==> config.mk <==
export PLATFORM = sky130hd
export DESIGN_NAME = sebfe_front_end
export DESIGN_NICKNAME = d
export VERILOG_FILES = /design/src/rtl/sebfe_pkg.sv /design/src/rtl/sebfe_line_sync.sv /design/src/rtl/sebfe_front_end.sv
export SDC_FILE = /design/constraint.sdc
export NUM_CORES = 1
export LEC_CHECK = 0
export ABC_AREA = 1
export BUFFER_PORTS_ARGS = -buffer_cell sky130_fd_sc_hd__buf_2
export CAP_MARGIN = 40
export CORE_ASPECT_RATIO = 1.1
export CORE_MARGIN = 5
export CORE_UTILIZATION = 60
export CTS_BUF_LIST = sky130_fd_sc_hd__clkbuf_8
export CTS_CLUSTER_SIZE = 28
export DETAILED_ROUTE_END_ITERATION = 10
export GPL_ROUTABILITY_DRIVEN = 0
export PLACE_DENSITY = 0.91
export SYNTH_ARGS = -nofsm -noshare
export SYNTH_HDL_FRONTEND = slang
export SYNTH_SLANG_ARGS = --single-unit
==> constraint.sdc <==
create_clock -name sysClk -period 4.62 [get_ports sysClk]
set_clock_uncertainty 0.15 [all_clocks]
set_input_delay 0.231 -clock sysClk [delete_from_list [all_inputs] [get_ports sysClk]]
set_output_delay 0.231 -clock sysClk [all_outputs]
set_load 0.1 [all_outputs]
==> src/rtl/sebfe_pkg.sv <==
// Package of constants and types for the serial EEPROM bus front end.
package sebfe_pkg;
  localparam logic [3:0] DEV_TYPE_PREFIX = 4'hA;
  localparam int WORD_BITS = 8;
  localparam int RECOVERY_CLOCKS = 9;
  localparam int CLK_PERIOD_NS = 100;
  localparam int WRITE_CYCLE_TIME_MS = 10;
  localparam int WRITE_CYCLE_CLKS = (WRITE_CYCLE_TIME_MS * 1000000) / CLK_PERIOD_NS;
  localparam logic [1:0] VARIANT_2K = 2'h0;
  localparam logic [1:0] VARIANT_4K = 2'h1;
  localparam logic [1:0] VARIANT_8K = 2'h2;
  localparam logic [1:0] VARIANT_16K = 2'h3;
  localparam logic [1:0] VARIANT_RESET = 2'h0;

  typedef struct packed {
    logic match;
    logic [2:0] page;
    logic readNotWrite;
  } sebfe_addr_t;

  typedef struct packed {
    logic start;
    logic stop;
    logic sclRise;
    logic sclFall;
    logic sdaLevel;
  } sebfe_bus_ev_t;
endpackage : sebfe_pkg

==> src/rtl/sebfe_line_sync.sv <==
// Two-stage synchroniser and edge/condition detector for the SCL and SDA pins.
`timescale 1ns/10ps
`default_nettype none
module sebfe_line_sync
(
  input wire logic sysClk,
  input wire logic rstn,
  input wire logic clkEn,
  input wire logic sclIn,
  input wire logic sdaIn,
  output wire sebfe_pkg::sebfe_bus_ev_t busEv
);
  logic [1:0] sclMeta_reg;
  logic [1:0] sdaMeta_reg;
  logic sclOld_reg;
  logic sdaOld_reg;
  wire logic sclNow;
  wire logic sdaNow;

  assign sclNow = sclMeta_reg[1];
  assign sdaNow = sdaMeta_reg[1];

  // Idle bus level is high, so the history starts high to avoid a false condition after reset.
  always_ff @(posedge sysClk)
  begin
    if (!rstn)
    begin
      sclMeta_reg <= 2'h3;
      sdaMeta_reg <= 2'h3;
      sclOld_reg <= 1'b1;
      sdaOld_reg <= 1'b1;
    end
    else if (clkEn)
    begin
      sclMeta_reg <= {sclMeta_reg[0], sclIn};
      sdaMeta_reg <= {sdaMeta_reg[0], sdaIn};
      sclOld_reg <= sclNow;
      sdaOld_reg <= sdaNow;
    end
  end

  assign busEv.start = clkEn && sclNow && sclOld_reg && sdaOld_reg && !sdaNow;
  assign busEv.stop = clkEn && sclNow && sclOld_reg && !sdaOld_reg && sdaNow;
  assign busEv.sclRise = clkEn && sclNow && !sclOld_reg;
  assign busEv.sclFall = clkEn && !sclNow && sclOld_reg;
  assign busEv.sdaLevel = sdaNow;
endmodule : sebfe_line_sync
`default_nettype wire

==> src/rtl/sebfe_front_end.sv <==
// Bus front end of a two-wire serial EEPROM: framing, acknowledge, address decode, busy time.
`timescale 1ns/10ps
`default_nettype none
module sebfe_front_end
#(
  parameter int WRITE_CYCLE_CLKS = sebfe_pkg::WRITE_CYCLE_CLKS,
  parameter logic [1:0] VARIANT = sebfe_pkg::VARIANT_2K
)
(
  input wire logic sysClk,
  input wire logic rstn,
  input wire logic clkEn,
  input wire logic sclIn,
  input wire logic sdaIn,
  output logic sdaOut,
  output logic sdaOe,
  input wire logic addrStrapHigh,
  input wire logic addrStrapMid,
  input wire logic addrStrapLow,
  output logic standby,
  output logic selected,
  output logic readMode,
  output logic [2:0] pageBits,
  output logic [7:0] rxWord,
  output logic rxWordValid,
  output logic writeBusy,
  output logic [3:0] wordAddrBits
);
  typedef enum logic [2:0] {ST_IDLE, ST_ADDR, ST_ACK, ST_DATA, ST_IGNORE, ST_BUSY} sebfe_state_t;

  sebfe_pkg::sebfe_bus_ev_t busEv;
  sebfe_state_t state_reg;
  sebfe_state_t state_next;
  logic [3:0] bitCnt_reg;
  logic [7:0] shift_reg;
  logic ackDrive_reg;
  logic selected_reg;
  logic readMode_reg;
  logic wrote_reg;
  logic [2:0] page_reg;
  logic [7:0] rxWord_reg;
  logic rxValid_reg;
  logic [31:0] busyCnt_reg;
  logic [2:0] strapSync1_reg;
  logic [2:0] strapSync2_reg;

  sebfe_line_sync u_line_sync
  (
    .sysClk(sysClk),
    .rstn(rstn),
    .clkEn(clkEn),
    .sclIn(sclIn),
    .sdaIn(sdaIn),
    .busEv(busEv)
  );

  // Decodes a device address word against the straps for the configured capacity.
  function automatic sebfe_pkg::sebfe_addr_t decodeAddr(input logic [7:0] w, input logic [2:0] straps);
    sebfe_pkg::sebfe_addr_t d;
    d.readNotWrite = w[0];
    d.page = 3'h0;
    d.match = (w[7:4] == sebfe_pkg::DEV_TYPE_PREFIX);
    unique case (VARIANT)
      sebfe_pkg::VARIANT_2K: d.match = d.match && (w[3:1] == straps);
      sebfe_pkg::VARIANT_4K:
      begin
        d.match = d.match && (w[3:2] == straps[2:1]);
        d.page = {2'h0, w[1]};
      end
      sebfe_pkg::VARIANT_8K:
      begin
        d.match = d.match && (w[3] == straps[2]);
        d.page = {1'b0, w[2:1]};
      end
      sebfe_pkg::VARIANT_16K: d.page = w[3:1];
    endcase
    return d;
  endfunction : decodeAddr

  wire logic [2:0] strapLevels = strapSync2_reg;
  wire logic [7:0] fullWord = {shift_reg[6:0], busEv.sdaLevel};
  wire sebfe_pkg::sebfe_addr_t addrDec = decodeAddr(fullWord, strapLevels);
  wire logic lastBitRise = busEv.sclRise && (bitCnt_reg == 4'(sebfe_pkg::WORD_BITS - 1));
  wire logic busyDone = (busyCnt_reg >= 32'(WRITE_CYCLE_CLKS - 1));

  // Straps are static board levels but still pass two flip-flops as they come from pins.
  always_ff @(posedge sysClk)
  begin
    if (!rstn)
    begin
      strapSync1_reg <= 3'h0;
      strapSync2_reg <= 3'h0;
    end
    else if (clkEn)
    begin
      strapSync1_reg <= {addrStrapHigh, addrStrapMid, addrStrapLow};
      strapSync2_reg <= strapSync1_reg;
    end
  end

  // The write busy time ignores the bus entirely, so polling is not acknowledged until it ends.
  always_comb
  begin
    state_next = state_reg;
    unique case (state_reg)
      ST_IDLE: if (busEv.start) state_next = ST_ADDR;
      ST_ADDR:
      begin
        if (busEv.stop) state_next = ST_IDLE;
        else if (busEv.start) state_next = ST_ADDR;
        else if (lastBitRise) state_next = addrDec.match ? ST_ACK : ST_IGNORE;
      end
      ST_ACK:
      begin
        if (busEv.stop) state_next = (wrote_reg && !readMode_reg) ? ST_BUSY : ST_IDLE;
        else if (busEv.start) state_next = ST_ADDR;
        // The first falling edge opens the acknowledge; the second one closes the ninth clock.
        else if (busEv.sclFall && ackDrive_reg) state_next = ST_DATA;
      end
      ST_DATA:
      begin
        if (busEv.stop) state_next = (wrote_reg && !readMode_reg) ? ST_BUSY : ST_IDLE;
        else if (busEv.start) state_next = ST_ADDR;
        else if (lastBitRise && !readMode_reg) state_next = ST_ACK;
      end
      ST_IGNORE:
      begin
        if (busEv.start) state_next = ST_ADDR;
        else if (busEv.stop) state_next = ST_IDLE;
      end
      ST_BUSY: if (busyDone) state_next = ST_IDLE;
      default: state_next = ST_IDLE;
    endcase
  end

  always_ff @(posedge sysClk)
  begin
    if (!rstn)
      state_reg <= ST_IDLE;
    else if (clkEn)
      state_reg <= state_next;
  end

  // Bit counter and shifter; a start or stop restarts the word regardless of position.
  always_ff @(posedge sysClk)
  begin
    if (!rstn)
    begin
      bitCnt_reg <= 4'h0;
      shift_reg <= 8'h00;
    end
    else if (clkEn)
    begin
      if (busEv.start || busEv.stop || state_next == ST_ACK)
        bitCnt_reg <= 4'h0;
      else if (busEv.sclRise && (state_reg == ST_ADDR || state_reg == ST_DATA))
      begin
        bitCnt_reg <= bitCnt_reg + 4'h1;
        shift_reg <= fullWord;
      end
    end
  end

  always_ff @(posedge sysClk)
  begin
    if (!rstn)
    begin
      selected_reg <= 1'b0;
      readMode_reg <= 1'b0;
      page_reg <= 3'h0;
      wrote_reg <= 1'b0;
      rxWord_reg <= 8'h00;
      rxValid_reg <= 1'b0;
    end
    else if (clkEn)
    begin
      rxValid_reg <= 1'b0;
      if (state_reg == ST_ADDR && lastBitRise && !busEv.start && !busEv.stop)
      begin
        selected_reg <= addrDec.match;
        readMode_reg <= addrDec.readNotWrite;
        page_reg <= addrDec.page;
        wrote_reg <= addrDec.match && !addrDec.readNotWrite;
      end
      else if (state_reg == ST_DATA && lastBitRise && !readMode_reg)
      begin
        rxWord_reg <= fullWord;
        rxValid_reg <= 1'b1;
      end
      else if (state_next == ST_IDLE || state_next == ST_BUSY)
        selected_reg <= 1'b0;
    end
  end

  // Acknowledge is raised after the eighth rising edge and held through the ninth clock.
  always_ff @(posedge sysClk)
  begin
    if (!rstn)
      ackDrive_reg <= 1'b0;
    else if (clkEn)
    begin
      if (busEv.start || busEv.stop)
        ackDrive_reg <= 1'b0;
      else if (state_reg == ST_ACK && busEv.sclFall)
        ackDrive_reg <= !ackDrive_reg;
      else if (state_reg != ST_ACK)
        ackDrive_reg <= 1'b0;
    end
  end

  always_ff @(posedge sysClk)
  begin
    if (!rstn)
      busyCnt_reg <= 32'h0;
    else if (clkEn)
      busyCnt_reg <= (state_reg == ST_BUSY) ? busyCnt_reg + 32'h1 : 32'h0;
  end

  // Open-drain data pin: only ever pulled low.
  assign sdaOut = 1'b0;
  assign sdaOe = ackDrive_reg;
  assign standby = (state_reg == ST_IDLE) || (state_reg == ST_IGNORE);
  assign selected = selected_reg;
  assign readMode = readMode_reg;
  assign pageBits = page_reg;
  assign rxWord = rxWord_reg;
  assign rxWordValid = rxValid_reg;
  assign writeBusy = (state_reg == ST_BUSY);
  assign wordAddrBits = 4'(8 + int'(VARIANT));
endmodule : sebfe_front_end
`default_nettype wire

# After elaboration in Yosys (flattened, before gate mapping)
# Index checks and enable logic that the tools add are counted.
[word_totals]
reg_bits = 71
inputBits = 8
wordCells = 106
[classes]
add_sub_neg = 2
magnitude_cmp = 1
eq_ne = 12
n_mux = 27
bitwise = 2
reduce_logical = 46
[ops]
columns = ["op", "n"]
rows = [
  ["two-way mux 3 bit", 15],
  ["adder 32 x 1 -> 32 bit (second input constant)", 1],
  ["greater-or-equal comparator 32 x 17 -> 1 bit (second input constant)", 1],
  ["two-way mux 32 bit", 1],
  ["logical AND 1 bit", 22],
  ["one-hot mux 3 bit (6 select lines)", 1],
  ["== test 3 x 2 -> 1 bit (second input constant)", 3],
  ["== test 3 bit (second input constant)", 3],
  ["AND reduction 3 bit", 3],
  ["logical NOT 1 bit", 8],
  ["two-way mux 1 bit", 8],
  ["two-way mux 4 bit", 2],
  ["logical NOT 3 bit", 2],
  ["AND reduction 2 bit", 3],
  ["logical OR 1 bit", 5],
  ["adder 4 x 1 -> 4 bit (second input constant)", 1],
  ["== test 4 x 3 -> 1 bit (second input constant)", 1],
  ["== test 4 bit (second input constant)", 1],
  ["nonzero test 2 bit", 2],
  ["== test 3 x 1 -> 1 bit (second input constant)", 1],
  ["== test 3 bit", 1],
  ["!= test 3 x 2 -> 1 bit (second input constant)", 1],
  ["nonzero test 3 bit", 1],
  ["!= test 2 bit (second input constant)", 1],
  ["NOT 1 bit", 2],
]

# Logic depth before layout (Yosys ltp)
[depth]
depth_word = 13
mapped_depth = 16
ltp_nobuf = 16

# Hierarchy
# Synthesis repeated with hierarchy kept, for this count alone.
[unflattened]
hier_cells = 508
area_unflattened_um2 = 3529.6
[by_module_without_submodules]
columns = ["module", "instances", "cells_per_inst", "area_per_inst_um2"]
rows = [
  ["sebfe_front_end", 1, 471, 3268.1],
  ["sebfe_line_sync", 1, 37, 261.5],
]

# Least setup slack after synthesis
# Ideal clock, no wire load.
[synth_timing]
path_type = "flip-flop to flip-flop"
startpoint = "register state_reg[0]"
endpoint = "register shift_reg[0]"
setup_time_ns = 0.113
t_arrival_ns = 2.543
t_required_ns = 4.357
setup_slack_ns = 1.814
path_stages_with_launch = 8
path_buffers = 1
period_less_slack_ns = 2.806
cell_sequence = "dfxtp_1 nor2_1 nand2_1 nand4_4 nand3_2 buf_6 nor2_1 nor2_1"
[synth_via]
elab_chain_len = 8
word_cells_on_any_way = 26
[synth_lines]
columns = ["item", "line_no", "source"]
rows = [
  ["from (decl)", "sebfe_front_end.sv:32", "sebfe_state_t state_reg;"],
  ["from (signal assigned)", "sebfe_front_end.sv:141", "state_reg <= state_next;"],
  ["two-way mux 3 bit, on equally long branches", "sebfe_front_end.sv:124, sebfe_front_end.sv:111, sebfe_front_end.sv:118", ""],
  ["two-way mux 3 bit, on equally long branches", "sebfe_front_end.sv:123, sebfe_front_end.sv:110, sebfe_front_end.sv:116", ""],
  ["two-way mux 3 bit, on equally long branches", "sebfe_front_end.sv:122, sebfe_front_end.sv:109, sebfe_front_end.sv:115", ""],
  ["one-hot mux 3 bit (6 select lines)", "sebfe_front_end.sv:105", "unique case (state_reg)"],
  ["== test 3 x 2 -> 1 bit", "sebfe_front_end.sv:154", "if (busEv.start || busEv.stop || state_next == ST_ACK)"],
  ["logical OR 1 bit", "sebfe_front_end.sv:154", ""],
  ["NOT 1 bit (no line)", "n/a", ""],
  ["AND reduction 3 bit (no line) *", "n/a", ""],
  ["to (signal assigned)", "sebfe_front_end.sv:159", "shift_reg <= fullWord;"],
  ["to (decl)", "sebfe_front_end.sv:35", "logic [7:0] shift_reg;"],
]
# Every way passes the cells marked *; elsewhere a longest branch is shown, timed or not.
# A chain may end at the register's enable or synchronous reset.

==> impl.org <==
** Die
- Measured along the y axis, the die boundary spans approximately 90 um.
- During I/O placement, the number of pins put on the boundary was 30.
- Die Footprint :: ~7500 um^2
- The initialized floorplan defines 29 standard-cell rows.
- Placeable core region :: 5730 um^2
- Initial cell density of the core :: 0.616
- X dimension of the die :: 83.1 um

** Final layout
- Layout Nets :: 556
- The register with the most flip-flops in the layout has 32 of them.
- Leaving out fill and tap cells, the most frequent cell in the layout is nand2_1.
- Of the cells placed in the final design, the portion with a size suffix greater than 1 is 0.0853.
- Relative to the synthesized area, the layout overhead comes to 10.8%.
- Reg area :: 1420 um^2
- The library cells used most frequently in the layout, excluding fill and tap cells, are 104 x nand2_1, 71 x dfxtp_1, 69 x nor2_1.
- The filler cells instantiated in the layout total 503.
- In the final layout, the multi-input gates occupy between 1500 and 2000 um^2.
- Final standard cell count with taps included and fillers excluded :: 628
- Diode count :: 0

** Timing
- RSZ-0062 raised after global routing :: false
- For the final routed database, the setup TNS stands at 0 ps.
- Fmax achieved :: 444 MHz
- In this run the tightest slew margin relative to its limit is 0.506.
- Subtracting the final worst setup slack from the clock period gives roughly 2300 ps.
- Of the available clock period, the critical path in the final layout requires 0.488.
- At the pin with the least slew margin, the transition time is 740 ps.
- Final hold violations :: 0
- Final setup violation count :: 0
- Final Slew Violations :: 0
- Final Hold Slack :: 125 ps

** Placed design
- Half-perimeter wire length after detailed placement :: 5.67 mm
- Once placement completed, the tool counted placed cells totaling 607.
- Count of buffers inserted at the top-level ports :: 21

** Hold path
- Hold path startpoint :: rstn
- In this run the worst hold path is classified as in -> reg.
- Endpoint with the worst hold slack :: u_line_sync.sclMeta_reg[1]$_SDFFE_PN1P_
- Hold Crit Depth :: 2

** Worst setup path
- Setup crit start kind :: primary input
- Launch instance of the worst register-to-register path :: bitCnt_reg[0]$_SDFFE_PN0P_
- Worst R2R Path Depth :: 13
- Data on the critical path arrives at its endpoint at ~2400 ps.
- Critical path required time :: 4720 ps
- By startpoint and endpoint, the worst setup path is classified as in -> reg.
- CP startpoint :: clkEn
- Largest fanout of any net on the critical path :: 30
- STA classifies the critical path endpoint as a register.
- In this run the critical register-to-register path is captured at shift_reg[1]$_SDFFE_PN0P_.
- In this run the register-to-register setup slack is 2420 ps.

** Synth
- For this run, the number of Yosys warnings is 0.
- EDFF count, synth :: 0
- Top-area cell type share of the netlist area :: 0.403
- After synthesis, the mean cell area works out to 6.76 um^2.
- By area the synthesized netlist is led by dfxtp_1 40%, nand2_1 11%, a21oi_1 7.5%.
- Counting every instance in the synthesized netlist gives roughly 520.
- Synth unique cells :: 30
- Synthesis inferred 71 register bits.
- Summed instance area of the synthesized netlist :: 3530 um^2
- Prevailing post-synth register cell :: dfxtp_1
- The biggest area contributor in the post-synthesis netlist is dfxtp_1.
- Counting flops with an async set or reset pin after synthesis yields a share of 0.
- For this run, the register share of the synthesized area comes to 0.403.

** Routing
- In the final routed layout, each cell accounts on average for 13.1 um.
- Post-route antenna net violation count :: 0
- Number of iterations in the first detailed-routing pass :: 5
- Number of vias in the routed layout :: 3,474
- Number of violations reported at the end of detailed-routing iteration 0 :: 272
- Total wire length after detailed routing :: 8.21 mm
- Remaining DRCs :: 0
- Routed via count divided by cell count :: 5.53

** Clock network
- At the later pin of the worst-skew pair, clock insertion delay measures 350 ps.
- Number of cells upsized or downsized after cts :: 0
- After clock tree synthesis, the clock-pin slew on the worst setup and hold paths is ~70 ps.
- Buffer levels on the longest clock path :: 2
- CTS tree :: yes
- Clock tree synthesis inserted a total of 9 buffers.
- Number of clock sinks :: 71
- CTS placed an instance of clkbuf_8 at the clock tree root.
- Depth of the CTS H-tree :: 3

** Power and ir drop
- In this run the power density over the cells is 337 nW/um^2.
- IR analysis of the VDD net gives a maximum drop of 0.000290 V.
- For this design the static power due to leakage is between 0.0015 and 0.002 uW.

** GRT
- Number of antenna violations at the first check in global routing :: 0
- Entering global routing, the biggest net connects 31 pins.
- Sum of overflow across all layers after global routing :: 0
- Via count of the first global-routing pass :: approximately 3,200
- GRT Total Usage :: 0.222
- Wire length of the first global-routing pass :: 14.0 mm

** Outcome
- The flow ran to the end, and the final reports show no timing, DRC or antenna violations.

** Run
- The tool flagged a number of max-cap violations equal to 0.
-- per-stage QoR --
stage          cell area (um^2)  setup WS [ps]  utilization  power (uW)
5_1_grt                    3910           2130        0.682        1360
6_report                   3910           2370        0.682        1320
4_1_cts                    3910           2420        0.682        1320
3_3_place_gp               3630           2080        0.634         765
2_1_floorplan              3550           1810            -         753
3_5_place_dp               3640           2120        0.634         768
-- cell type report --
type / count / area share
inverters: 66 / 0.0633
clock inverters: 5 / 0.0186
repair buffers: 28 / 0.0429
flip-flops and latches: 71 / 0.363
multi-input cells: 370 / 0.448
well taps: 77 / 0.0246
clock buffers: 11 / 0.0387
-- routing by layer --
| layer | track usage | wire, um |
|---|---|---|
| met1 | 0.253 | 3450 |
| met2 | 0.398 | 4120 |
| met3 | 0.0401 | 449 |
| met4 | 0.106 | 197 |
| met5 | 0 | 0 |
-- critical path, cell delays in order --
cell	delay, ps
buf_2	410
inv_1	490
nor4_1	620
nand2_1	150
o21ai_0	240
nand2_1	70
o21ai_0	70
inv_1	50
-- cells by family after synthesis --
group,after synthesis,synth area share
AOI/OAI and AO/OA,102,0.154
buffers and inverters,87,0.107
adders and majority gates,2,0.00709
DFF,71,0.403
other,2,0.00213
xor gates and xnor gates,2,0.00496
and+or+nand+nor,256,0.322
-- how the worst max path moves through the flow --
stage	cells after the start	slack, ps	end
final	8	2370	busyCnt_reg[14]$_SDFFE_PN0P_
after global routing	8	2130	busyCnt_reg[26]$_SDFFE_PN0P_
after CTS	8	2420	busyCnt_reg[14]$_SDFFE_PN0P_
after detailed placement	8	2120	busyCnt_reg[26]$_SDFFE_PN0P_
after global placement	8	2080	rxWord[4]$_SDFFE_PN0P_
after floorplan	7	1810	shift_reg[0]$_SDFFE_PN0P_
-- what timing repair did --
| item | in CTS | in global routing |
|---|---|---|
| setup buffers | 0 | 0 |
| hold endpoints to repair | 5 | 0 |
| hold buffers | 5 | 0 |
| setup endpoints to repair | 0 | 0 |
-- synth_stat cells (3+ instances only) --
master	number
nor2_1	69
clkbuf_1	6
nor4_1	7
nand2_2	3
buf_2	4
nand4_1	18
nor3_1	18
o21a_1	4
nand2_1	104
a21oi_1	53
o21ai_0	39
inv_1	66
a211oi_1	3
buf_4	8
dfxtp_1	71
nand3_1	29
-- where the power goes --
group	internal, uW	leakage (uW)	switching, uW
Clock	329	0.000122	228
Combinational	27.2	0.000963	100
Sequential	623	0.000576	9.58
Total	979	0.00166	338
(Power assumes the default switching activity.)
